===== src/core/program_event_trap_pkg.sv =====
// Purpose: Shared constants and types of the program event trap unit.
// Assumes: 200 MHz hclk, AHB-Lite register access with 32-bit data.
// Notes: Offsets are byte addresses of aligned words.

package program_event_trap_pkg;

    // ==================================================================
    // Widths
    localparam int DATA_W = 32;
    localparam int ADDR_W = 8;
    localparam int PHASE_W = 8;
    localparam int MODE_W = 8;
    localparam int CODE_W = 4;
    localparam int TOTAL_W = 32;

    // ==================================================================
    // Register offsets
    localparam logic [ADDR_W-1:0] ADDR_COMMAND = 8'h00;
    localparam logic [ADDR_W-1:0] ADDR_STATUS = 8'h04;
    localparam logic [ADDR_W-1:0] ADDR_DEFAULT_MODE = 8'h08;
    localparam logic [ADDR_W-1:0] ADDR_ACTIVE_MODE = 8'h0c;
    localparam logic [ADDR_W-1:0] ADDR_INFUSED = 8'h10;
    localparam logic [ADDR_W-1:0] ADDR_WITHDRAWN = 8'h14;

    // ==================================================================
    // Command word layout and codes
    localparam int CMD_CODE_LSB = 0;
    localparam int CMD_PARAM_LSB = 8;
    localparam logic [CODE_W-1:0] CMD_NONE = 4'h0;
    localparam logic [CODE_W-1:0] CMD_TRAP_FALLING = 4'h1;
    localparam logic [CODE_W-1:0] CMD_TRAP_SQUARE = 4'h2;
    localparam logic [CODE_W-1:0] CMD_TRAP_CANCEL = 4'h3;
    localparam logic [CODE_W-1:0] CMD_CLEAR_TOTALS = 4'h4;
    localparam logic [CODE_W-1:0] CMD_TRIGGER_OVERRIDE = 4'h5;
    localparam logic [CODE_W-1:0] CMD_BUTTON_REDIRECT = 4'h6;
    localparam logic [CODE_W-1:0] CMD_TRIGGER_REDIRECT = 4'h7;
    localparam logic [CODE_W-1:0] CMD_OUTPUT_SET = 4'h8;
    localparam logic [CODE_W-1:0] CMD_BEEP = 4'h9;

    // ==================================================================
    // Status word bit positions
    localparam int ST_ARMED = 0;
    localparam int ST_SQUARE = 1;
    localparam int ST_BUTTON_REDIRECT = 2;
    localparam int ST_TRIGGER_REDIRECT = 3;
    localparam int ST_OUTPUT = 4;
    localparam int ST_BUZZER = 5;
    localparam int ST_PHASE_LSB = 8;

    // ==================================================================
    // Reset values and bus codes
    localparam logic [MODE_W-1:0] DEFAULT_MODE_RESET = 8'h00;
    localparam int HTRANS_ACTIVE_BIT = 1;

    // ==================================================================
    // Timing
    localparam int CLK_MHZ = 200;
    localparam int LOW_HOLD_MS = 200;
    localparam int BEEP_MS = 100;
    localparam int LOW_HOLD_CYCLES = LOW_HOLD_MS * 1000 * CLK_MHZ;
    localparam int BEEP_CYCLES = BEEP_MS * 1000 * CLK_MHZ;

    // ==================================================================
    // Types
    typedef struct packed {
        logic [CODE_W-1:0] code;
        logic [PHASE_W-1:0] param;
    } command_type;

    typedef struct packed {
        logic rise;
        logic fall;
        logic low_held;
    } event_flags_type;

    typedef enum logic [1:0] {
        TRAP_IDLE,
        TRAP_FALLING,
        TRAP_SQUARE
    } trap_state_type;

endpackage : program_event_trap_pkg


===== src/core/event_input_conditioner.sv =====
// Purpose: Synchronises the event pin, finds its edges, times a low level.
// Assumes: One clock; the pin may change at any time.
// Notes: The low timer saturates at the hold count.

`timescale 1ns/1ps
`default_nettype none

module event_input_conditioner
    import program_event_trap_pkg::*;
#(
    parameter int HOLD_CYCLES = LOW_HOLD_CYCLES
) (
    // Clock and reset
    input wire logic hclk,
    input wire logic hresetn,
    // Raw pin
    input wire logic event_pin,
    // Conditioned result
    output event_flags_type flags
);

    // ==================================================================
    // Two-stage synchroniser and edge history
    logic sync_first;
    logic sync_level;
    logic level_prev;
    logic [31:0] low_count;
    logic low_full;

    assign low_full = (low_count >= 32'(HOLD_CYCLES));

    always_ff @(posedge hclk or negedge hresetn) begin
        if (!hresetn) begin
            sync_first <= 1'b1;
            sync_level <= 1'b1;
            level_prev <= 1'b1;
        end else begin
            sync_first <= event_pin;
            sync_level <= sync_first;
            level_prev <= sync_level;
        end
    end

    // ==================================================================
    // Low-level timer
    always_ff @(posedge hclk or negedge hresetn) begin
        if (!hresetn) begin
            low_count <= 32'h0000_0000;
        end else if (sync_level) begin
            low_count <= 32'h0000_0000;
        end else if (!low_full) begin
            low_count <= low_count + 32'h1;
        end
    end

    assign flags.rise = sync_level && !level_prev;
    assign flags.fall = !sync_level && level_prev;
    assign flags.low_held = low_full && !sync_level;

endmodule : event_input_conditioner

`default_nettype wire


===== src/core/program_event_trap_unit.sv =====
// Purpose: Event trap and auxiliary functions of a pumping-program sequencer.
// Assumes: AHB-Lite slave, zero wait states, single word transfers.
// Notes: Functions are executed by writing the command register.
//
// The address map and the AHB-Lite slave port are this design's own decisions.

`timescale 1ns/1ps
`default_nettype none

module program_event_trap_unit
    import program_event_trap_pkg::*;
#(
    parameter int LOW_HOLD = LOW_HOLD_CYCLES,
    parameter int BEEP_LENGTH = BEEP_CYCLES
) (
    // Clock and reset
    input wire logic hclk,
    input wire logic hresetn,
    // AHB-Lite slave
    input wire logic hsel,
    input wire logic [ADDR_W-1:0] haddr,
    input wire logic [1:0] htrans,
    input wire logic hwrite,
    input wire logic [2:0] hsize,
    input wire logic [DATA_W-1:0] hwdata,
    input wire logic hready,
    output logic [DATA_W-1:0] hrdata,
    output logic hreadyout,
    output logic hresp,
    // External event pin and sequencer events
    input wire logic event_pin,
    input wire logic remote_event,
    input wire logic stop_key,
    input wire logic stop_trigger,
    input wire logic program_start,
    input wire logic infuse_step,
    input wire logic withdraw_step,
    // Sequencer control
    output logic jump_strobe,
    output logic [PHASE_W-1:0] jump_phase,
    output logic advance_strobe,
    output logic stop_pump,
    // Trigger modes
    output logic [MODE_W-1:0] start_trigger_mode,
    output logic [MODE_W-1:0] active_trigger_mode,
    // Pins
    output logic program_output,
    output logic buzzer
);

    // ==================================================================
    // Bus address phase capture
    logic addr_taken;
    logic wr_pending;
    logic [ADDR_W-1:0] wr_addr;
    logic [DATA_W-1:0] next_hrdata;

    assign addr_taken = hsel && htrans[HTRANS_ACTIVE_BIT] && hready;

    always_ff @(posedge hclk or negedge hresetn) begin
        if (!hresetn) begin
            wr_pending <= 1'b0;
            wr_addr <= '0;
            hrdata <= '0;
            hreadyout <= 1'b0;
            hresp <= 1'b0;
        end else begin
            wr_pending <= addr_taken && hwrite;
            wr_addr <= haddr;
            hrdata <= next_hrdata;
            hreadyout <= 1'b1;
            hresp <= 1'b0;
        end
    end

    // ==================================================================
    // Command decode
    command_type cmd;
    logic cmd_valid;
    logic default_write;
    logic do_trap_falling;
    logic do_trap_square;
    logic do_cancel;
    logic do_clear;
    logic do_override;
    logic do_button_redirect;
    logic do_trigger_redirect;
    logic do_output;
    logic do_beep;

    assign cmd.code = hwdata[CMD_CODE_LSB +: CODE_W];
    assign cmd.param = hwdata[CMD_PARAM_LSB +: PHASE_W];
    assign cmd_valid = wr_pending && (wr_addr == ADDR_COMMAND);
    assign default_write = wr_pending && (wr_addr == ADDR_DEFAULT_MODE);
    assign do_trap_falling = cmd_valid && (cmd.code == CMD_TRAP_FALLING);
    assign do_trap_square = cmd_valid && (cmd.code == CMD_TRAP_SQUARE);
    assign do_cancel = cmd_valid && (cmd.code == CMD_TRAP_CANCEL);
    assign do_clear = cmd_valid && (cmd.code == CMD_CLEAR_TOTALS);
    assign do_override = cmd_valid && (cmd.code == CMD_TRIGGER_OVERRIDE);
    assign do_button_redirect = cmd_valid
        && (cmd.code == CMD_BUTTON_REDIRECT);
    assign do_trigger_redirect = cmd_valid
        && (cmd.code == CMD_TRIGGER_REDIRECT);
    assign do_output = cmd_valid && (cmd.code == CMD_OUTPUT_SET);
    assign do_beep = cmd_valid && (cmd.code == CMD_BEEP);

    // ==================================================================
    // Event input conditioning
    event_flags_type flags;

    event_input_conditioner #(
        .HOLD_CYCLES(LOW_HOLD)
    ) u_conditioner (
        .hclk(hclk),
        .hresetn(hresetn),
        .event_pin(event_pin),
        .flags(flags)
    );

    // ==================================================================
    // Trap firing
    trap_state_type trap_state;
    trap_state_type next_trap_state;
    logic [PHASE_W-1:0] trap_phase;
    logic trap_armed;
    logic edge_fire;
    logic button_redirect;
    logic trigger_redirect;
    logic key_redirected;
    logic trig_redirected;
    logic redirected;
    logic fire_pending;
    logic fire_immediate;

    assign trap_armed = (trap_state != TRAP_IDLE);
    assign edge_fire = ((trap_state == TRAP_FALLING) && flags.fall)
        || ((trap_state == TRAP_SQUARE)
        && (flags.rise || flags.fall));
    assign key_redirected = stop_key && button_redirect;
    assign trig_redirected = stop_trigger && trigger_redirect;
    assign redirected = key_redirected || trig_redirected;
    // Both trap kinds share the same jump path
    assign fire_pending = trap_armed
        && (edge_fire || remote_event || redirected);
    assign fire_immediate = do_trap_falling && flags.low_held;

    // New arming wins the trap state over a same-cycle firing of the old trap, which still strobes jump_strobe
    always_comb begin
        next_trap_state = trap_state;
        if (do_trap_falling) begin
            next_trap_state = fire_immediate ? TRAP_IDLE
                : TRAP_FALLING;
        end else if (do_trap_square) begin
            next_trap_state = TRAP_SQUARE;
        end else if (do_cancel) begin
            next_trap_state = TRAP_IDLE;
        end else if (fire_pending) begin
            next_trap_state = TRAP_IDLE;
        end
    end

    always_ff @(posedge hclk or negedge hresetn) begin
        if (!hresetn) begin
            trap_state <= TRAP_IDLE;
            trap_phase <= '0;
        end else begin
            trap_state <= next_trap_state;
            if (do_trap_falling || do_trap_square) begin
                trap_phase <= cmd.param;
            end
        end
    end

    // ==================================================================
    // Sequencer strobes
    logic beep_done;

    always_ff @(posedge hclk or negedge hresetn) begin
        if (!hresetn) begin
            jump_strobe <= 1'b0;
            jump_phase <= '0;
            advance_strobe <= 1'b0;
            stop_pump <= 1'b0;
        end else begin
            jump_strobe <= fire_pending || fire_immediate;
            if (fire_immediate) begin
                jump_phase <= cmd.param;
            end else if (fire_pending) begin
                jump_phase <= trap_phase;
            end
            advance_strobe <= (redirected && !trap_armed)
                || beep_done;
            stop_pump <= (stop_key && !button_redirect)
                || (stop_trigger && !trigger_redirect);
        end
    end

    // ==================================================================
    // Redirect flags, one-shot
    always_ff @(posedge hclk or negedge hresetn) begin
        if (!hresetn) begin
            button_redirect <= 1'b0;
            trigger_redirect <= 1'b0;
        end else begin
            if (do_button_redirect) begin
                button_redirect <= 1'b1;
            end else if (key_redirected) begin
                button_redirect <= 1'b0;
            end
            if (do_trigger_redirect) begin
                trigger_redirect <= 1'b1;
            end else if (trig_redirected) begin
                trigger_redirect <= 1'b0;
            end
        end
    end

    // ==================================================================
    // Trigger modes
    logic [MODE_W-1:0] default_mode;

    always_ff @(posedge hclk or negedge hresetn) begin
        if (!hresetn) begin
            default_mode <= DEFAULT_MODE_RESET;
            start_trigger_mode <= DEFAULT_MODE_RESET;
            active_trigger_mode <= DEFAULT_MODE_RESET;
        end else begin
            if (default_write) begin
                default_mode <= hwdata[MODE_W-1:0];
            end
            start_trigger_mode <= default_mode;
            // Redirects have no path into the active mode
            if (do_override) begin
                active_trigger_mode <= cmd.param;
            end else if (program_start) begin
                active_trigger_mode <= default_mode;
            end
        end
    end

    // ==================================================================
    // Dispensed totals
    logic [TOTAL_W-1:0] infused_total;
    logic [TOTAL_W-1:0] withdrawn_total;
    logic [TOTAL_W-1:0] infused_base;
    logic [TOTAL_W-1:0] withdrawn_base;

    // A step that lands with the clear is still counted
    assign infused_base = do_clear ? '0 : infused_total;
    assign withdrawn_base = do_clear ? '0 : withdrawn_total;

    always_ff @(posedge hclk or negedge hresetn) begin
        if (!hresetn) begin
            infused_total <= '0;
            withdrawn_total <= '0;
        end else begin
            infused_total <= infused_base + TOTAL_W'(infuse_step);
            withdrawn_total <= withdrawn_base + TOTAL_W'(withdraw_step);
        end
    end

    // ==================================================================
    // Output pin and buzzer
    logic [31:0] beep_count;

    assign beep_done = buzzer && (beep_count == 32'h1);

    always_ff @(posedge hclk or negedge hresetn) begin
        if (!hresetn) begin
            program_output <= 1'b0;
            buzzer <= 1'b0;
            beep_count <= 32'h0000_0000;
        end else begin
            if (do_output) begin
                program_output <= cmd.param[0];
            end
            if (do_beep) begin
                buzzer <= 1'b1;
                beep_count <= 32'(BEEP_LENGTH);
            end else if (beep_done) begin
                buzzer <= 1'b0;
                beep_count <= 32'h0000_0000;
            end else if (buzzer) begin
                beep_count <= beep_count - 32'h1;
            end
        end
    end

    // ==================================================================
    // Read multiplexer
    logic [DATA_W-1:0] status_word;

    always_comb begin
        status_word = '0;
        status_word[ST_ARMED] = trap_armed;
        status_word[ST_SQUARE] = (trap_state == TRAP_SQUARE);
        status_word[ST_BUTTON_REDIRECT] = button_redirect;
        status_word[ST_TRIGGER_REDIRECT] = trigger_redirect;
        status_word[ST_OUTPUT] = program_output;
        status_word[ST_BUZZER] = buzzer;
        status_word[ST_PHASE_LSB +: PHASE_W] = trap_phase;
    end

    always_comb begin
        next_hrdata = '0;
        if (addr_taken && !hwrite) begin
            case (haddr)
                ADDR_STATUS: next_hrdata = status_word;
                ADDR_DEFAULT_MODE: next_hrdata = DATA_W'(default_mode);
                ADDR_ACTIVE_MODE: next_hrdata = DATA_W'(active_trigger_mode);
                ADDR_INFUSED: next_hrdata = infused_total;
                ADDR_WITHDRAWN: next_hrdata = withdrawn_total;
                default: next_hrdata = '0;
            endcase
        end
    end

endmodule : program_event_trap_unit

`default_nettype wire


===== config.mk =====
export PLATFORM = sky130hd
export DESIGN_NAME = program_event_trap_unit
export DESIGN_NICKNAME = d
export VERILOG_FILES = /design/src/core/program_event_trap_pkg.sv /design/src/core/event_input_conditioner.sv /design/src/core/program_event_trap_unit.sv
export SDC_FILE = /design/constraint.sdc
export NUM_CORES = 1
export LEC_CHECK = 0
export ABC_CLOCK_PERIOD_IN_PS = 3600
export BUFFER_PORTS_ARGS = -buffer_cell sky130_fd_sc_hd__clkbuf_2
export CAP_MARGIN = 20
export CORE_ASPECT_RATIO = 0.75
export CORE_MARGIN = 10
export CORE_UTILIZATION = 45
export CTS_BUF_LIST = sky130_fd_sc_hd__clkbuf_8
export CTS_CLUSTER_DIAMETER = 80
export DETAILED_ROUTE_END_ITERATION = 12
export PLACE_DENSITY = 0.68
export SYNTH_ARGS = -nofsm -noshare
export SYNTH_HDL_FRONTEND = slang
export SYNTH_SLANG_ARGS = --single-unit

===== constraint.sdc =====
create_clock -name hclk -period 3.6 [get_ports hclk]
set_clock_uncertainty 0.05 [all_clocks]
set_input_delay 0.54 -clock hclk [delete_from_list [all_inputs] [get_ports hclk]]
set_output_delay 0.54 -clock hclk [all_outputs]
set_load 0.02 [all_outputs]

==> out/metrics.csv <==
metric;value;unit
syn_avg_cell_area;10.4;um2
synthFlopType;dfrtp_1;
seqPwrFrac;0.525;
hold_slack;0.00459;ns
wirelength;26.8;mm
synth_nets;1052;
clockRootBuffer;clkbuf_8;
syn_area;0.0102;mm2
slowest_stage;nor2_1;
ys_seq_elements;222;
clk_pin_slew;0.06;ns
grt_use_total;0.182;
crit_arrival;3.61;ns
synth_top_cell_by_area;dfrtp_1;
core.rowCount;47;
fin_crit_sh;0.906;
netlist_instances;986;
antenna_found_initial;0;
dp_hpwl;18.7;mm
dieHeight;150;um
clock_power_share;0.405;
rsz0062_at_grt;false;
start_util;0.460;
place_congestion;0.847;
hold_buffers;0;
worstSetupEndpointType;register;
fill_cells;1954;
num_vias;8094;
synth_seq_area_share;0.545;
dp_slack;0.107;ns
async_flop_share;1.00;
layout.nets;1179;
postCtsSetupBuffers;0;
setup_viol;0;
drc;0;
coreArea;0.0222;mm2
switchingPower;1.35;mW
clockBufferDepth;3;
setup_tns;0;ns
numCtsBuffers;36;
first_iter_violations;810;
cp-start-kind;register;
max_cap_viol_count;0;
slew_headroom;0.287;
worstMarginPinSlew;1.06;ns
setup_ws;0.339;ns
cpPeakStageDelay;0.71;ns
min_path_type;in -> async;
synth.distinct_cells;64;
ant_nets;0;
cp_top_family;simple AND/OR/NAND/NOR gates;
p_int;3.92;mW
crit_type;reg -> reg;
netlist_top_cells_area;dfrtp_1 (54%), nor2_1 (4.8%), xor2_1 (4.8%), mux2_2 (3.9%), nand3_1 (2.8%);
die_w;194;um
cts_tree;built;
grt_pass1_wl;43.8;mm
drv_slew;0;
swShare;0.257;
dieArea;0.0292;mm2
fmax;0.307;GHz
cts_resized;0;
regArea;0.00556;mm2
antenna_cells;0;
grt_pass1_vias;8034;
post_drt_wl_per_cell;18.7;um
numPortBuffers;98;
power;5.28;mW
period_needed;3.26;ns
multi_input_area;0.00445;mm2
finalHoldViolCount;0;
area_growth;16.5;%
pin_count;120;
ys_warn_count;0;
synth.top_cell.area_share;0.537;
htreeDepth;2;
overflow;0;
cts_sinks;222;
required;3.95;ns
vias_per_cell;5.65;
crit_buf_inv;0;
crit_fanout;11;
leakage;5.45;nW
vdd_drop_max;0.000261;V
grt_max_degree;97;
crit_chain;or4_1 -> a2111oi_2 -> nor3_4 -> nor2_1 -> nand4_2 -> mux2_2;
final_util;0.536;
comb_power_share;0.071;
drive_gt1_frac;0.204;
worstSkewPairLatency;0.52;ns
pwr_density_cell;444;mW/mm2
synth-edff-count;0;
firstDrtPassIters;6;
status;finished, final reports clean;
==> registers in the layout, summed over array words and instances, names as in the netlist, 2 cells and up <==
name,count
withdrawn_total,32
trap_phase,8
beep_count,32
hrdata,32
wr_addr,8
trap_state,2
jump_phase,8
start_trigger_mode,8
active_trigger_mode,8
u_conditioner.low_count,32
infused_total,32
default_mode,8
==> metrics by stage <==
step           area [um2]  instances
2_1_floorplan       10200        986
3_3_place_gp        11200       1368
3_5_place_dp        11200       1368
4_1_cts             11900       1431
5_1_grt             11900       1432
6_report            11900       1432
==> placed cells by master, fill, tap and decap left out, types with 4 or more instances in the layout <==
cell / netlist / routed
nand3_1: 57 / 57
mux2i_1: 12 / 12
ha_1: 9 / 9
and3_1: 15 / 15
nor2b_1: 17 / 16
a222oi_1: 14 / 14
a31oi_1: 9 / 9
o21a_1: 7 / 7
o21ai_0: 34 / 34
and2_1: 7 / 7
a22o_1: 5 / 5
nor2_1: 131 / 131
a22oi_1: 18 / 18
clkbuf_8: 0 / 46
nor4_1: 14 / 14
nand2_1: 74 / 74
xnor2_1: 15 / 15
nand2b_1: 6 / 6
xor2_1: 56 / 56
mux2_2: 35 / 35
clkbuf_2: 0 / 97
inv_1: 14 / 26
or4_1: 4 / 4
nor3_1: 23 / 23
and4_1: 10 / 9
a21oi_1: 43 / 42
clkinv_2: 0 / 5
nor4b_1: 5 / 4
buf_4: 1 / 30
or3_1: 19 / 19
nand4_1: 19 / 19
dfrtp_1: 219 / 219
==> synthesized netlist by cell type, drive strengths merged (10+ instances only) <==
cell and instances:
clkbuf 34, dfrtp 219, nor2b 17, a21oi 43, nor3 24, nor4 14, and3 15, xor2 56
and4 10, xnor2 15, a222oi 14, nor2 131, or3 19, inv 14, nand2 74, o21ai 35
nand3 57, mux2 35, mux2i 12, a22oi 18, nand4 20
==> power by group through the flow <==
stage	sequential, mW	clock (mW)	combinational, mW
4_1_cts	2.76	2.19	0.379
6_report	2.77	2.13	0.374
3_3_place_gp	2.80	0	0.362
3_5_place_dp	2.81	0	0.376
2_1_floorplan	2.78	0	0.214
5_1_grt	2.78	2.30	0.423
==> final cells by class <==
| class | instances | area share |
|---|---|---|
| inverters | 15 | 0.00474 |
| flip-flops and latches | 222 | 0.468 |
| well taps | 294 | 0.0309 |
| multi-input cells | 708 | 0.374 |
| repair buffers | 130 | 0.0637 |
| clock inverters | 17 | 0.00589 |
| clock buffers | 46 | 0.0532 |
==> cell families (layout without fill, tap and decap cells) <==
logic type               after synthesis  count (layout)  share of synthesized area
AO/OA/AOI/OAI                        162             162                      0.107
XOR/XNOR                              71              71                     0.0609
adder cells (fa/ha/maj)                9               9                     0.0110
buffers and inverters                 56             208                     0.0212
flip-flops                           222             222                      0.545
multiplexers                          47              47                     0.0504
other                                  2               2                   0.000736
AND/OR/NAND/NOR                      417             417                      0.205
==> per-layer routing <==
metal / global-route usage / vias to the layer above / share of wire
met2: 0.265 / 281 / 0.43
met3: 0.0427 / 53 / 0.069
met1: 0.261 / 3977 / 0.48
li1: - / 3783 / -
met5: 0 / - / 0
met4: 0.0583 / 0 / 0.024
==> worst paths after layout <==
check                                                        start                                 end  slack (ns)  depth (start not counted)
max                        u_conditioner.low_count[23]$_DFFE_PN0P_           jump_phase[1]$_DFFE_PN0P_        0.34                          6
min                                                        hresetn          beep_count[26]$_DFFE_PN0P_       0.005                          1
max reg2reg                u_conditioner.low_count[23]$_DFFE_PN0P_           jump_phase[1]$_DFFE_PN0P_        0.34                          6
min reg2reg                     u_conditioner.sync_first$_DFF_PN1_  u_conditioner.sync_level$_DFF_PN1_        0.31                          0
max in group asynchronous                                  hresetn                 hrdata[1]$_DFF_PN0_        2.56                          2
min in group hclk                                        event_pin  u_conditioner.sync_first$_DFF_PN1_        0.07                          1
No activity file was read; power rests on OpenSTA's default activity.
